===== src/core/prc_pkg.sv =====
package prc_pkg;

  // ==========================================================
  // bus geometry
  localparam int ADDR_W    = 15;
  localparam int DATA_W    = 32;
  localparam int OFS_W     = 14;
  localparam int PTR_W     = 32;
  localparam int CNT_W     = 16;
  localparam int MAX_PORTS = 2;

  // ==========================================================
  // register offsets inside one serial port's space
  localparam logic [OFS_W-1:0] OFS_CMD   = 14'h0000;
  localparam logic [OFS_W-1:0] OFS_MODE  = 14'h0004;
  localparam logic [OFS_W-1:0] OFS_CHEN  = 14'h0008;
  localparam logic [OFS_W-1:0] OFS_CHDIS = 14'h000c;
  localparam logic [OFS_W-1:0] OFS_STAT  = 14'h0010;
  localparam logic [OFS_W-1:0] OFS_IEN   = 14'h0014;
  localparam logic [OFS_W-1:0] OFS_IDIS  = 14'h0018;
  localparam logic [OFS_W-1:0] OFS_IMASK = 14'h001c;
  localparam logic [OFS_W-1:0] OFS_RPTR  = 14'h0030;
  localparam logic [OFS_W-1:0] OFS_RCNT  = 14'h0034;
  localparam logic [OFS_W-1:0] OFS_TPTR  = 14'h0038;
  localparam logic [OFS_W-1:0] OFS_TCNT  = 14'h003c;

  // ==========================================================
  // status / mask field positions
  localparam int ST_END_RX = 0;
  localparam int ST_END_TX = 1;
  localparam int ST_RX_EN  = 2;
  localparam int ST_TX_EN  = 3;
  localparam int ST_W      = 4;

  // command bits
  localparam int CMD_ABORT_RX = 0;
  localparam int CMD_ABORT_TX = 1;

  // mode register
  localparam int              MODE_W       = 4;
  localparam int              MODE_RXSZ    = 0;
  localparam int              MODE_TXSZ    = 2;
  localparam logic [MODE_W-1:0] MODE_RST   = 4'h0;

  // transfer size codes and reset values
  localparam logic [1:0]       SZ_BYTE  = 2'h0;
  localparam logic [1:0]       SZ_HALF  = 2'h1;
  localparam logic [PTR_W-1:0] STEP_B   = 32'h0000_0001;
  localparam logic [PTR_W-1:0] STEP_H   = 32'h0000_0002;
  localparam logic [PTR_W-1:0] STEP_W   = 32'h0000_0004;
  localparam logic [PTR_W-1:0] PTR_RST  = 32'h0000_0000;
  localparam logic [CNT_W-1:0] CNT_RST  = 16'h0000;
  localparam logic [ST_W-1:0]  MASK_RST = 4'h0;

  // ==========================================================
  // carriers
  typedef struct packed {
    logic              sel;
    logic              wr;
    logic [ADDR_W-1:0] addr;
    logic [DATA_W-1:0] wdata;
  } prc_bus_req_type;

  typedef struct packed {
    logic             wr_ptr;
    logic             wr_cnt;
    logic             abort;
    logic [PTR_W-1:0] wdata;
  } prc_chan_wr_type;

endpackage


===== src/core/prc_periph_regs.sv =====
`timescale 1ns/1ps
module prc_periph_regs #(
  parameter int NUM_PORTS = 2,
  parameter int CNT_W     = 16
) (
  // clock and reset
  input  wire logic                               clk_sys,
  input  wire logic                               rstn,
  input  wire logic                               ce,
  // peripheral bus
  input  wire prc_pkg::prc_bus_req_type           bus_req,
  output logic [prc_pkg::DATA_W-1:0]              bus_rdata_ff,
  // transfer channels, index port*2 + (0 rx, 1 tx)
  input  wire logic [2*NUM_PORTS-1:0]             xfer_req,
  input  wire logic [2*NUM_PORTS-1:0]             xfer_done,
  output logic [2*NUM_PORTS-1:0]                  xfer_go,
  output logic [2*NUM_PORTS-1:0][prc_pkg::PTR_W-1:0] xfer_addr,
  // interrupt source per port
  output logic [NUM_PORTS-1:0]                    irq
);

  localparam int NCH = 2 * NUM_PORTS;

  // ==========================================================
  // elaboration checks
  if (NUM_PORTS < 1 || NUM_PORTS > prc_pkg::MAX_PORTS) begin : g_chk_p
    $error("prc_periph_regs: NUM_PORTS out of range");
  end
  if (CNT_W < 1 || CNT_W > prc_pkg::DATA_W) begin : g_chk_c
    $error("prc_periph_regs: CNT_W out of range");
  end
  // the port select must sit just above the per-port offset
  if (prc_pkg::OFS_W + 1 != prc_pkg::ADDR_W) begin : g_chk_a
    $error("prc_periph_regs: address split does not fit");
  end

  // ==========================================================
  // address decode; byte lanes dropped so any access acts on the word
  logic [prc_pkg::OFS_W-1:0] ofs;
  logic                      port_idx;
  logic                      wr_en;
  logic                      rd_en;
  logic [prc_pkg::DATA_W-1:0] wd;

  assign ofs      = {bus_req.addr[prc_pkg::OFS_W-1:2], 2'b00};
  assign port_idx = bus_req.addr[prc_pkg::OFS_W];
  assign wr_en    = ce & bus_req.sel & bus_req.wr;
  assign rd_en    = ce & bus_req.sel & ~bus_req.wr;
  assign wd       = bus_req.wdata;

  logic [NUM_PORTS-1:0][prc_pkg::DATA_W-1:0] rd_val;
  logic [NUM_PORTS-1:0]                      rd_hit;
  logic [NCH-1:0][prc_pkg::PTR_W-1:0]        ptr;
  logic [NCH-1:0][CNT_W-1:0]                 cnt;
  logic [NCH-1:0]                            ch_end;

  // ==========================================================
  // per serial port register set
  genvar p;
  genvar d;
  for (p = 0; p < NUM_PORTS; p++) begin : g_port
    logic [prc_pkg::MODE_W-1:0] mode_ff;
    logic [1:0]                 chen_ff;
    logic [prc_pkg::ST_W-1:0]   imask_ff;
    logic [prc_pkg::ST_W-1:0]   status;
    logic                       wp;
    logic                       wr_mode;
    logic                       wr_chen;
    logic                       wr_chdis;
    logic                       wr_ien;
    logic                       wr_idis;
    logic                       wr_cmd;
    logic [prc_pkg::DATA_W-1:0] rv;
    logic                       rh;

    assign wp       = wr_en & (32'(port_idx) == p);
    // one strobe per writable offset keeps the register processes short
    assign wr_mode  = wp & (ofs == prc_pkg::OFS_MODE);
    assign wr_chen  = wp & (ofs == prc_pkg::OFS_CHEN);
    assign wr_chdis = wp & (ofs == prc_pkg::OFS_CHDIS);
    assign wr_ien   = wp & (ofs == prc_pkg::OFS_IEN);
    assign wr_idis  = wp & (ofs == prc_pkg::OFS_IDIS);
    assign wr_cmd   = wp & (ofs == prc_pkg::OFS_CMD);

    // writes to the status offset have no decode and so no effect
    assign status = {chen_ff, ch_end[2*p+1], ch_end[2*p]};

    always_ff @(posedge clk_sys or negedge rstn) begin
      if (!rstn) begin
        mode_ff <= prc_pkg::MODE_RST;
      end else if (wr_mode) begin
        mode_ff <= wd[prc_pkg::MODE_W-1:0];
      end
    end

    // enable and disable on one register pair; zero bits hold
    always_ff @(posedge clk_sys or negedge rstn) begin
      if (!rstn) begin
        chen_ff <= 2'h0;
      end else if (wr_chen) begin
        chen_ff <= chen_ff |
                   wd[prc_pkg::ST_TX_EN:prc_pkg::ST_RX_EN];
      end else if (wr_chdis) begin
        chen_ff <= chen_ff &
                   ~wd[prc_pkg::ST_TX_EN:prc_pkg::ST_RX_EN];
      end
    end

    always_ff @(posedge clk_sys or negedge rstn) begin
      if (!rstn) begin
        imask_ff <= prc_pkg::MASK_RST;
      end else if (wr_ien) begin
        imask_ff <= imask_ff | wd[prc_pkg::ST_W-1:0];
      end else if (wr_idis) begin
        imask_ff <= imask_ff & ~wd[prc_pkg::ST_W-1:0];
      end
    end

    // level source; stays high while a masked end flag stands
    assign irq[p] = |(status & imask_ff);

    // read mux; fields are zero-extended so unused bits read zero
    // write-only offsets fall to the default and so read zero
    always_comb begin
      rh = 1'b1;
      case (ofs)
        prc_pkg::OFS_MODE:  rv = 32'(mode_ff);
        prc_pkg::OFS_STAT:  rv = 32'(status);
        prc_pkg::OFS_IMASK: rv = 32'(imask_ff);
        prc_pkg::OFS_RPTR:  rv = ptr[2*p];
        prc_pkg::OFS_RCNT:  rv = 32'(cnt[2*p]);
        prc_pkg::OFS_TPTR:  rv = ptr[2*p+1];
        prc_pkg::OFS_TCNT:  rv = 32'(cnt[2*p+1]);
        default: begin
          rv = '0;
          rh = 1'b0;
        end
      endcase
    end

    assign rd_val[p] = rv;
    assign rd_hit[p] = rh;

    // ========================================================
    // the two channels owned by this port
    for (d = 0; d < 2; d++) begin : g_chan
      prc_pkg::prc_chan_wr_type cw;
      logic [prc_pkg::OFS_W-1:0] ofs_p;
      logic [prc_pkg::OFS_W-1:0] ofs_c;
      logic [1:0]                sz;

      // each direction reads its own size field of the mode register
      assign sz    = mode_ff[prc_pkg::MODE_RXSZ + 2*d +: 2];
      assign ofs_p = (d == 0) ? prc_pkg::OFS_RPTR : prc_pkg::OFS_TPTR;
      assign ofs_c = (d == 0) ? prc_pkg::OFS_RCNT : prc_pkg::OFS_TCNT;
      assign cw.wr_ptr = wp & (ofs == ofs_p);
      assign cw.wr_cnt = wp & (ofs == ofs_c);
      // command register: only a one in the bit acts
      assign cw.abort  = wr_cmd &
                         wd[prc_pkg::CMD_ABORT_RX + d];
      assign cw.wdata  = wd;

      prc_xfer_chan #(
        .CNT_W (CNT_W)
      ) u_chan (
        .clk_sys   (clk_sys),
        .rstn      (rstn),
        .ce        (ce),
        .wr        (cw),
        .size      (sz),
        .run       (chen_ff[d]),
        .ptr_ff    (ptr[2*p+d]),
        .cnt_ff    (cnt[2*p+d]),
        .end_xfer  (ch_end[2*p+d]),
        .xfer_req  (xfer_req[2*p+d]),
        .xfer_done (xfer_done[2*p+d]),
        .xfer_go   (xfer_go[2*p+d])
      );

      assign xfer_addr[2*p+d] = ptr[2*p+d];
    end
  end

  // ==========================================================
  // registered read data; unmapped or write-only offsets read zero
  logic [prc_pkg::DATA_W-1:0] rd_sel;

  always_comb begin
    rd_sel = '0;
    for (int i = 0; i < NUM_PORTS; i++) begin
      if (32'(port_idx) == i && rd_hit[i]) begin
        rd_sel = rd_val[i];
      end
    end
  end

  always_ff @(posedge clk_sys or negedge rstn) begin
    if (!rstn) begin
      bus_rdata_ff <= '0;
    end else if (rd_en) begin
      bus_rdata_ff <= rd_sel;
    end
  end

endmodule


===== src/core/prc_xfer_chan.sv =====
`timescale 1ns/1ps
module prc_xfer_chan #(
  parameter int CNT_W = 16
) (
  // clock and reset
  input  wire logic                       clk_sys,
  input  wire logic                       rstn,
  input  wire logic                       ce,
  // register side
  input  wire prc_pkg::prc_chan_wr_type   wr,
  input  wire logic [1:0]                 size,
  input  wire logic                       run,
  output logic [prc_pkg::PTR_W-1:0]       ptr_ff,
  output logic [CNT_W-1:0]                cnt_ff,
  output logic                            end_xfer,
  // transfer side
  input  wire logic                       xfer_req,
  input  wire logic                       xfer_done,
  output logic                            xfer_go
);

  // ==========================================================
  // step and handshake
  logic [prc_pkg::PTR_W-1:0] step;
  logic                      active;
  logic                      advance;

  always_comb begin
    case (size)
      prc_pkg::SZ_BYTE: step = prc_pkg::STEP_B;
      prc_pkg::SZ_HALF: step = prc_pkg::STEP_H;
      default:          step = prc_pkg::STEP_W;
    endcase
  end

  // a zero count means the channel is idle, so requests are ignored
  assign active   = run & (cnt_ff != '0);
  assign xfer_go  = xfer_req & active;
  assign advance  = xfer_done & active;
  assign end_xfer = (cnt_ff == '0);

  // ==========================================================
  // pointer
  always_ff @(posedge clk_sys or negedge rstn) begin
    if (!rstn) begin
      ptr_ff <= prc_pkg::PTR_RST;
    end else if (ce) begin
      if (wr.wr_ptr) begin
        ptr_ff <= wr.wdata;
      end else if (advance) begin
        ptr_ff <= ptr_ff + step;
      end
    end
  end

  // ==========================================================
  // counter; a software write beats a completing transfer
  always_ff @(posedge clk_sys or negedge rstn) begin
    if (!rstn) begin
      cnt_ff <= CNT_W'(prc_pkg::CNT_RST);
    end else if (ce) begin
      if (wr.abort) begin
        cnt_ff <= '0;
      end else if (wr.wr_cnt) begin
        cnt_ff <= wr.wdata[CNT_W-1:0];
      end else if (advance) begin
        cnt_ff <= cnt_ff - CNT_W'(1);
      end
    end
  end

endmodule


===== config.mk =====
export PLATFORM = sky130hd
export DESIGN_NAME = prc_periph_regs
export DESIGN_NICKNAME = d
export VERILOG_FILES = /design/src/core/prc_pkg.sv /design/src/core/prc_periph_regs.sv /design/src/core/prc_xfer_chan.sv
export SDC_FILE = /design/constraint.sdc
export NUM_CORES = 1
export LEC_CHECK = 0
export BUFFER_PORTS_ARGS = -buffer_cell sky130_fd_sc_hd__buf_2
export CAP_MARGIN = 20
export CORE_ASPECT_RATIO = 0.9
export CORE_UTILIZATION = 45
export DETAILED_ROUTE_END_ITERATION = 8
export PLACE_DENSITY = 0.66
export REMOVE_ABC_BUFFERS = 1
export SYNTH_ARGS = -nofsm -noshare
export SYNTH_HDL_FRONTEND = slang
export SYNTH_HIERARCHICAL = 1
export SYNTH_SLANG_ARGS = --single-unit

===== constraint.sdc =====
create_clock -name clk_sys -period 2.6 [get_ports clk_sys]
set_input_delay 0.39 -clock clk_sys [delete_from_list [all_inputs] [get_ports clk_sys]]
set_output_delay 0.39 -clock clk_sys [all_outputs]
set_load 0.01 [all_outputs]

=== Word level (Yosys, flattened, before mapping) ===
Index checks and enable logic that the tools add are counted.

* $add $sub $neg: 8
* Equal/unequal tests: 15
* Multiplexer cells: 37
* Bitwise operators: 55
* Reduce and logical (&&, ||, !) cells: 38

{| class="wikitable"
|+ Operators with widths
! cell !! number
|-
| 32-bit case mux with 7 select lines || 2
|-
| 32-bit 2-to-1 mux || 10
|-
| 16-bit 2-to-1 mux || 12
|-
| 32-bit by 3-bit adder with 32-bit output || 4
|-
| 16-bit logical NOT || 4
|-
| 16-bit nonzero test || 4
|-
| 16-bit by 1-bit subtractor with 16-bit output (second input constant) || 4
|-
| 12-bit by 3-bit equality test with 1-bit output (second input constant) || 4
|-
| 12-bit by 4-bit equality test with 1-bit output (second input constant) || 4
|-
| 1-bit bitwise AND || 41
|-
| 12-bit by 2-bit equality test with 1-bit output (second input constant) || 2
|-
| 3-bit case mux with 2 select lines || 4
|-
| 4-bit bitwise AND || 4
|-
| 4-bit 2-to-1 mux || 4
|-
| 2-bit AND reduction || 8
|-
| 2-bit nonzero test || 8
|-
| 14-bit logical NOT || 1
|-
| 12-bit by 1-bit equality test with 1-bit output (second input constant) || 1
|-
| 3-bit nonzero test || 4
|-
| 2-bit by 1-bit equality test with 1-bit output (second input constant) || 4
|-
| 2-bit logical NOT || 4
|-
| 2-bit 2-to-1 mux || 4
|-
| 4-bit OR || 2
|-
| 4-bit OR reduction || 2
|-
| 8 further kinds || 12
|}

* Bits in registers: 244
* Input bits: 60
* Logic and storage cells: 168

=== Longest topological paths before layout ===
* Depth after elaboration: 7
* Gate-level depth with buffers: 12
* Depth with buffers taken out: 9

=== Cells and area by module ===
The synthesis kept the hierarchy.

{| class="wikitable"
|+ By module, submodules not included
! module !! instances !! cells each !! area an instance (µm²) !! seq. area each (µm²)
|-
| prc_xfer_chan at g_port[0].g_chan[0].u_chan ... || 3 || 391 || 3151.8 || 1201.2
|-
| prc_periph_regs || 1 || 351 || 3926.3 || 1301.2
|-
| prc_xfer_chan at g_port[1].g_chan[1].u_chan || 1 || 389 || 3240.6 || 1201.2
|}

=== Worst setup path after synthesis ===
OpenSTA, ideal clock, no wires.

* Path type: input to register
* Start point: input port bus_req[43] in the netlist's numbering
* End point: register g_port[0].g_chan[1].u_chan.cnt_ff[15]
* Setup time: 0.087 ns
* Data arrival time: 3.031 ns
* Data required time: 2.513 ns
* Setup slack: -0.518 ns
* Stages: 10
* Path through: or4_1 -> buf_6 -> or4_4 -> buf_6 -> nor2_1 -> or2_0 -> o21ai_0 -> buf_4 -> or4_1 -> o211ai_1

{| class="wikitable"
|+ RTL lines
! element !! RTL line !! RTL
|-
| from (decl) || prc_periph_regs.sv:11 || <nowiki>input wire prc_pkg::prc_bus_req_type bus_req,</nowiki>
|-
| to (signal assigned) || prc_xfer_chan.sv:60 || <nowiki>cnt_ff <= CNT_W'(prc_pkg::CNT_RST);</nowiki>
|-
| to (signal assigned) || prc_xfer_chan.sv:65 || <nowiki>cnt_ff <= wr.wdata[CNT_W-1:0];</nowiki>
|-
| to (signal assigned) || prc_xfer_chan.sv:67 || <nowiki>cnt_ff <= cnt_ff - CNT_W'(1);</nowiki>
|-
| to (decl) || prc_xfer_chan.sv:14 || <nowiki>output logic [CNT_W-1:0] cnt_ff,</nowiki>
|}

=== Worst setup path in the final report ===
* Start point: register g_port[1].g_chan[1].u_chan.cnt_ff[10]
* End point: output port irq[1]

* Cells in the longest elaborated chain, start to end: 3

{| class="wikitable"
|+ RTL lines
! element !! RTL line !! RTL
|-
| from (decl) || prc_xfer_chan.sv:14 ||
|-
| from (signal assigned) || prc_xfer_chan.sv:60 ||
|-
| from (signal assigned) || prc_xfer_chan.sv:65 ||
|-
| from (signal assigned) || prc_xfer_chan.sv:67 ||
|-
| 16-bit logical NOT || prc_xfer_chan.sv:40 || <nowiki>assign end_xfer = (cnt_ff == '0);</nowiki>
|-
| named net ch_end[3] || prc_periph_regs.sv:55 || <nowiki>logic [NCH-1:0] ch_end;</nowiki>
|-
| 4-bit bitwise AND || prc_periph_regs.sv:120 || <nowiki>assign irq[p] = |(status & imask_ff);</nowiki>
|-
| 4-bit OR reduction || prc_periph_regs.sv:120 ||
|-
| to (decl) || prc_periph_regs.sv:19 || <nowiki>output logic [NUM_PORTS-1:0] irq</nowiki>
|}

The timed path passes the listed nets, and every way through them passes these cells.

==> flow_summary.ini <==
[run_status]
status = finished, violations left
failed_checks = setup timing

[placement]
dpl.hpwl_um = 50800
place.gp.congestion = 0.993
portBuffers = 223
dpl_worst_slack_ns = -0.424
place_area_um2 = 19800
dpl.cell_count = 2723

[drt]
num_vias = 18675
drtIter0Drc = 2244
vias_per_cell = 6.62
drc_errors = 0
wl_per_cell_um = 24.5
wl_um = 69000
drtAntennaViolNets = 0
dr.pass1.iters = 6

[synthesis]
synthMostInstantiatedCell = dfrtp_1
ys_top_cells_by_count = 244 x dfrtp_1, 199 x a21oi_1, 176 x nor2_1, 176 x o21ai_0, 130 x nand2_1
synth_area_leaders = dfrtp_1 37%, a21oi_1 6.0%, mux4_2 5.4%
yosysUniqueCellTypes = 83
synthCells = 1913
synth-main-ff-cell = dfrtp_1
synth_top_area_share_pct = 36.7
synth.avg_cell_area_um2 = 8.69
ys_async_sr_fraction_pct = 100
ys_seq_area_share_pct = 36.7
ys_ff_latch = 244
synth_top_area_cell = dfrtp_1
synth_edf_count = 0
syn_area_um2 = 16600
synth_warnings = 6

[cts]
cts_tree = built
clk_pin_slew_ns = 0.06
cts_buffers = 29
clock_sinks = 244
cts-root-buf = clkbuf_16
insertion_delay_ns = 0.57
clockBufferDepth = 3
h-tree-depth = 1

[sta]
hold_viol = 0
max_slew_margin_pct = 51.9
setup_ws_ns = -0.211
rsz0062_at_grt = yes
setup_violations = 7
clock_skew_ns = 0.00683
post-route-min-period_ns = 2.81
min_period_over_period_pct = 108
fmax_mhz = 356
worst-slew-pin-transition_ns = 0.716
finalMaxSlewViolations = 0
setup_tns_ns = -0.554

[hold_path]
hp-class = input pin to flop

[critical_path]
cp-start-kind = flop
critPathRequiredTime_ns = 2.21
cp.arrival_ns = 2.42
worstSetupEndpointType = output pin
path_class = flop to output pin
cp_max_fo = 2

[final_layout]
n_antenna_cell = 0
instances_no_fill = 2819
design_area_um2 = 21500
num-fill-cells = 3261
final_util_pct = 59.2
drive_gt1_share_pct = 32.1
fin_nets = 2408
area_growth_pct = 29.2

[global_routing]
grt_max_degree = 74
grt_pass1_vias = 17434
antenna_found_initial = 1
grt_usage_pct = 35.9
grt_pass1_wl_um = 104000
grt_overflow_total = 0

[pwr]
powerDensity_nw_per_um2 = 401
vdd_drop_max_uv = 391
power.static_leakage_nw = 9.61

[die]
die-area_um2 = 37700
ioPinCount = 226
die_h_um = 184
initial_core_util_pct = 45.9
row_count = 66
fp.dieW_um = 205
fp.coreArea_um2 = 36300

[run]
maxCapViolCount = 0
layer usage:
layer,global-route usage [%],share of wire (%),vias to the layer above
met2,54.6,45,1108
li1,-,-,8214
met5,0,0,-
met3,8.24,11,170
met1,50.0,40,9183
met4,12.3,3.7,0
path summary, 6_finish.rpt:
| kind | startpoint | slack, ns | end | depth (start not counted) |
|---|---|---|---|---|
| setup / recovery | g_port[1].g_chan[1].u_chan/cnt_ff[10]$_DFFE_PN0P_ | -0.21 | irq[1] | 7 |
| hold / removal | bus_req[26] | 0.19 | g_port[1].g_chan[1].u_chan/ptr_ff[26]$_DFFE_PN0P_ | 3 |
| setup reg to reg | g_port[0].g_chan[1].u_chan/cnt_ff[1]$_DFFE_PN0P_ | -0.10 | g_port[0].g_chan[1].u_chan/cnt_ff[15]$_DFFE_PN0P_ | 7 |
| hold reg to reg | bus_rdata_ff[12]$_DFFE_PN0P_ | 0.48 | bus_rdata_ff[12]$_DFFE_PN0P_ | 2 |
| max in group asynchronous | rstn | 1.41 | g_port[0].g_chan[1].u_chan/ptr_ff[23]$_DFFE_PN0P_ | 3 |
| min in group asynchronous | rstn | 0.41 | g_port[0].g_chan[0].u_chan/ptr_ff[1]$_DFFE_PN0P_ | 2 |
worst max-delay path, stage by stage, from the launching register on:
cell	delay, ns
dfrtp_1	0.38
or4_4	0.54
or3_4	0.38
nor3_2	0.12
buf_4	0.16
a22oi_2	0.07
nand2_1	0.08
buf_2	0.13
sequential cells by signal, summed over array words and instances, names as in the netlist, named ones only:
| name | flops |
|---|---|
| bus_rdata_ff | 32 |
| g_port.g_chan.u_chan/ptr_ff | 128 |
| g_port.g_chan.u_chan/cnt_ff | 64 |
| g_port.mode_ff | 8 |
metrics by stage:
stage               hold WS [ns]  power [mW]
global placement           0.430        4.47
floorplan                 0.0944        4.04
global route               0.176        8.84
detailed placement         0.430        4.47
CTS                        0.165        8.62
finish                     0.189        8.62
power breakdown:
| group | internal, mW | switching (mW) |
|---|---|---|
| clock | 2.48 | 1.70 |
| combinational | 0.195 | 0.436 |
| sequential | 3.80 | 0.00654 |
kinds of logic (layout without fill, tap and decap cells):
| kind of cell | count (synthesis) | after routing | share of synthesized area (%) |
|---|---|---|---|
| muxes | 83 | 83 | 8.08 |
| buffers and inverters | 177 | 607 | 4.97 |
| and+or+nand+nor | 660 | 660 | 20.9 |
| adders and majority gates | 24 | 24 | 1.99 |
| xor gates and xnor gates | 5 | 5 | 0.263 |
| DFF | 244 | 244 | 36.7 |
| AOI/OAI and AO/OA | 720 | 720 | 27.1 |
cells in the final DEF, fill, tap and decap left out, types with 42 or more instances in the layout:
cell type	count
nand2_1	129
o21ai_0	168
nand3_1	68
a22oi_1	49
nor4_1	42
dfrtp_1	243
nor2_1	169
buf_4	272
o22ai_1	61
buf_2	217
a21oi_1	192
what timing repair did:
item	in CTS	in global routing
hold buffers	1	0
resized for setup	32	68
pin swaps	11	17
buffers inserted	25	22
endpoints found under the setup margin	44	75
hold endpoints to repair	66	0
cell type report:
cell class	instances	area, µm²	share of cell area [%]
multi-input cells	1492	10100	47.0
flip-flops and latches	244	6110	28.4
well taps	476	596	2.77
inverters	42	163	0.758
clock inverters	5	75.1	0.350
clock buffers	45	876	4.08
repair buffers	515	3560	16.6
Power figures use the tool's default switching activity.
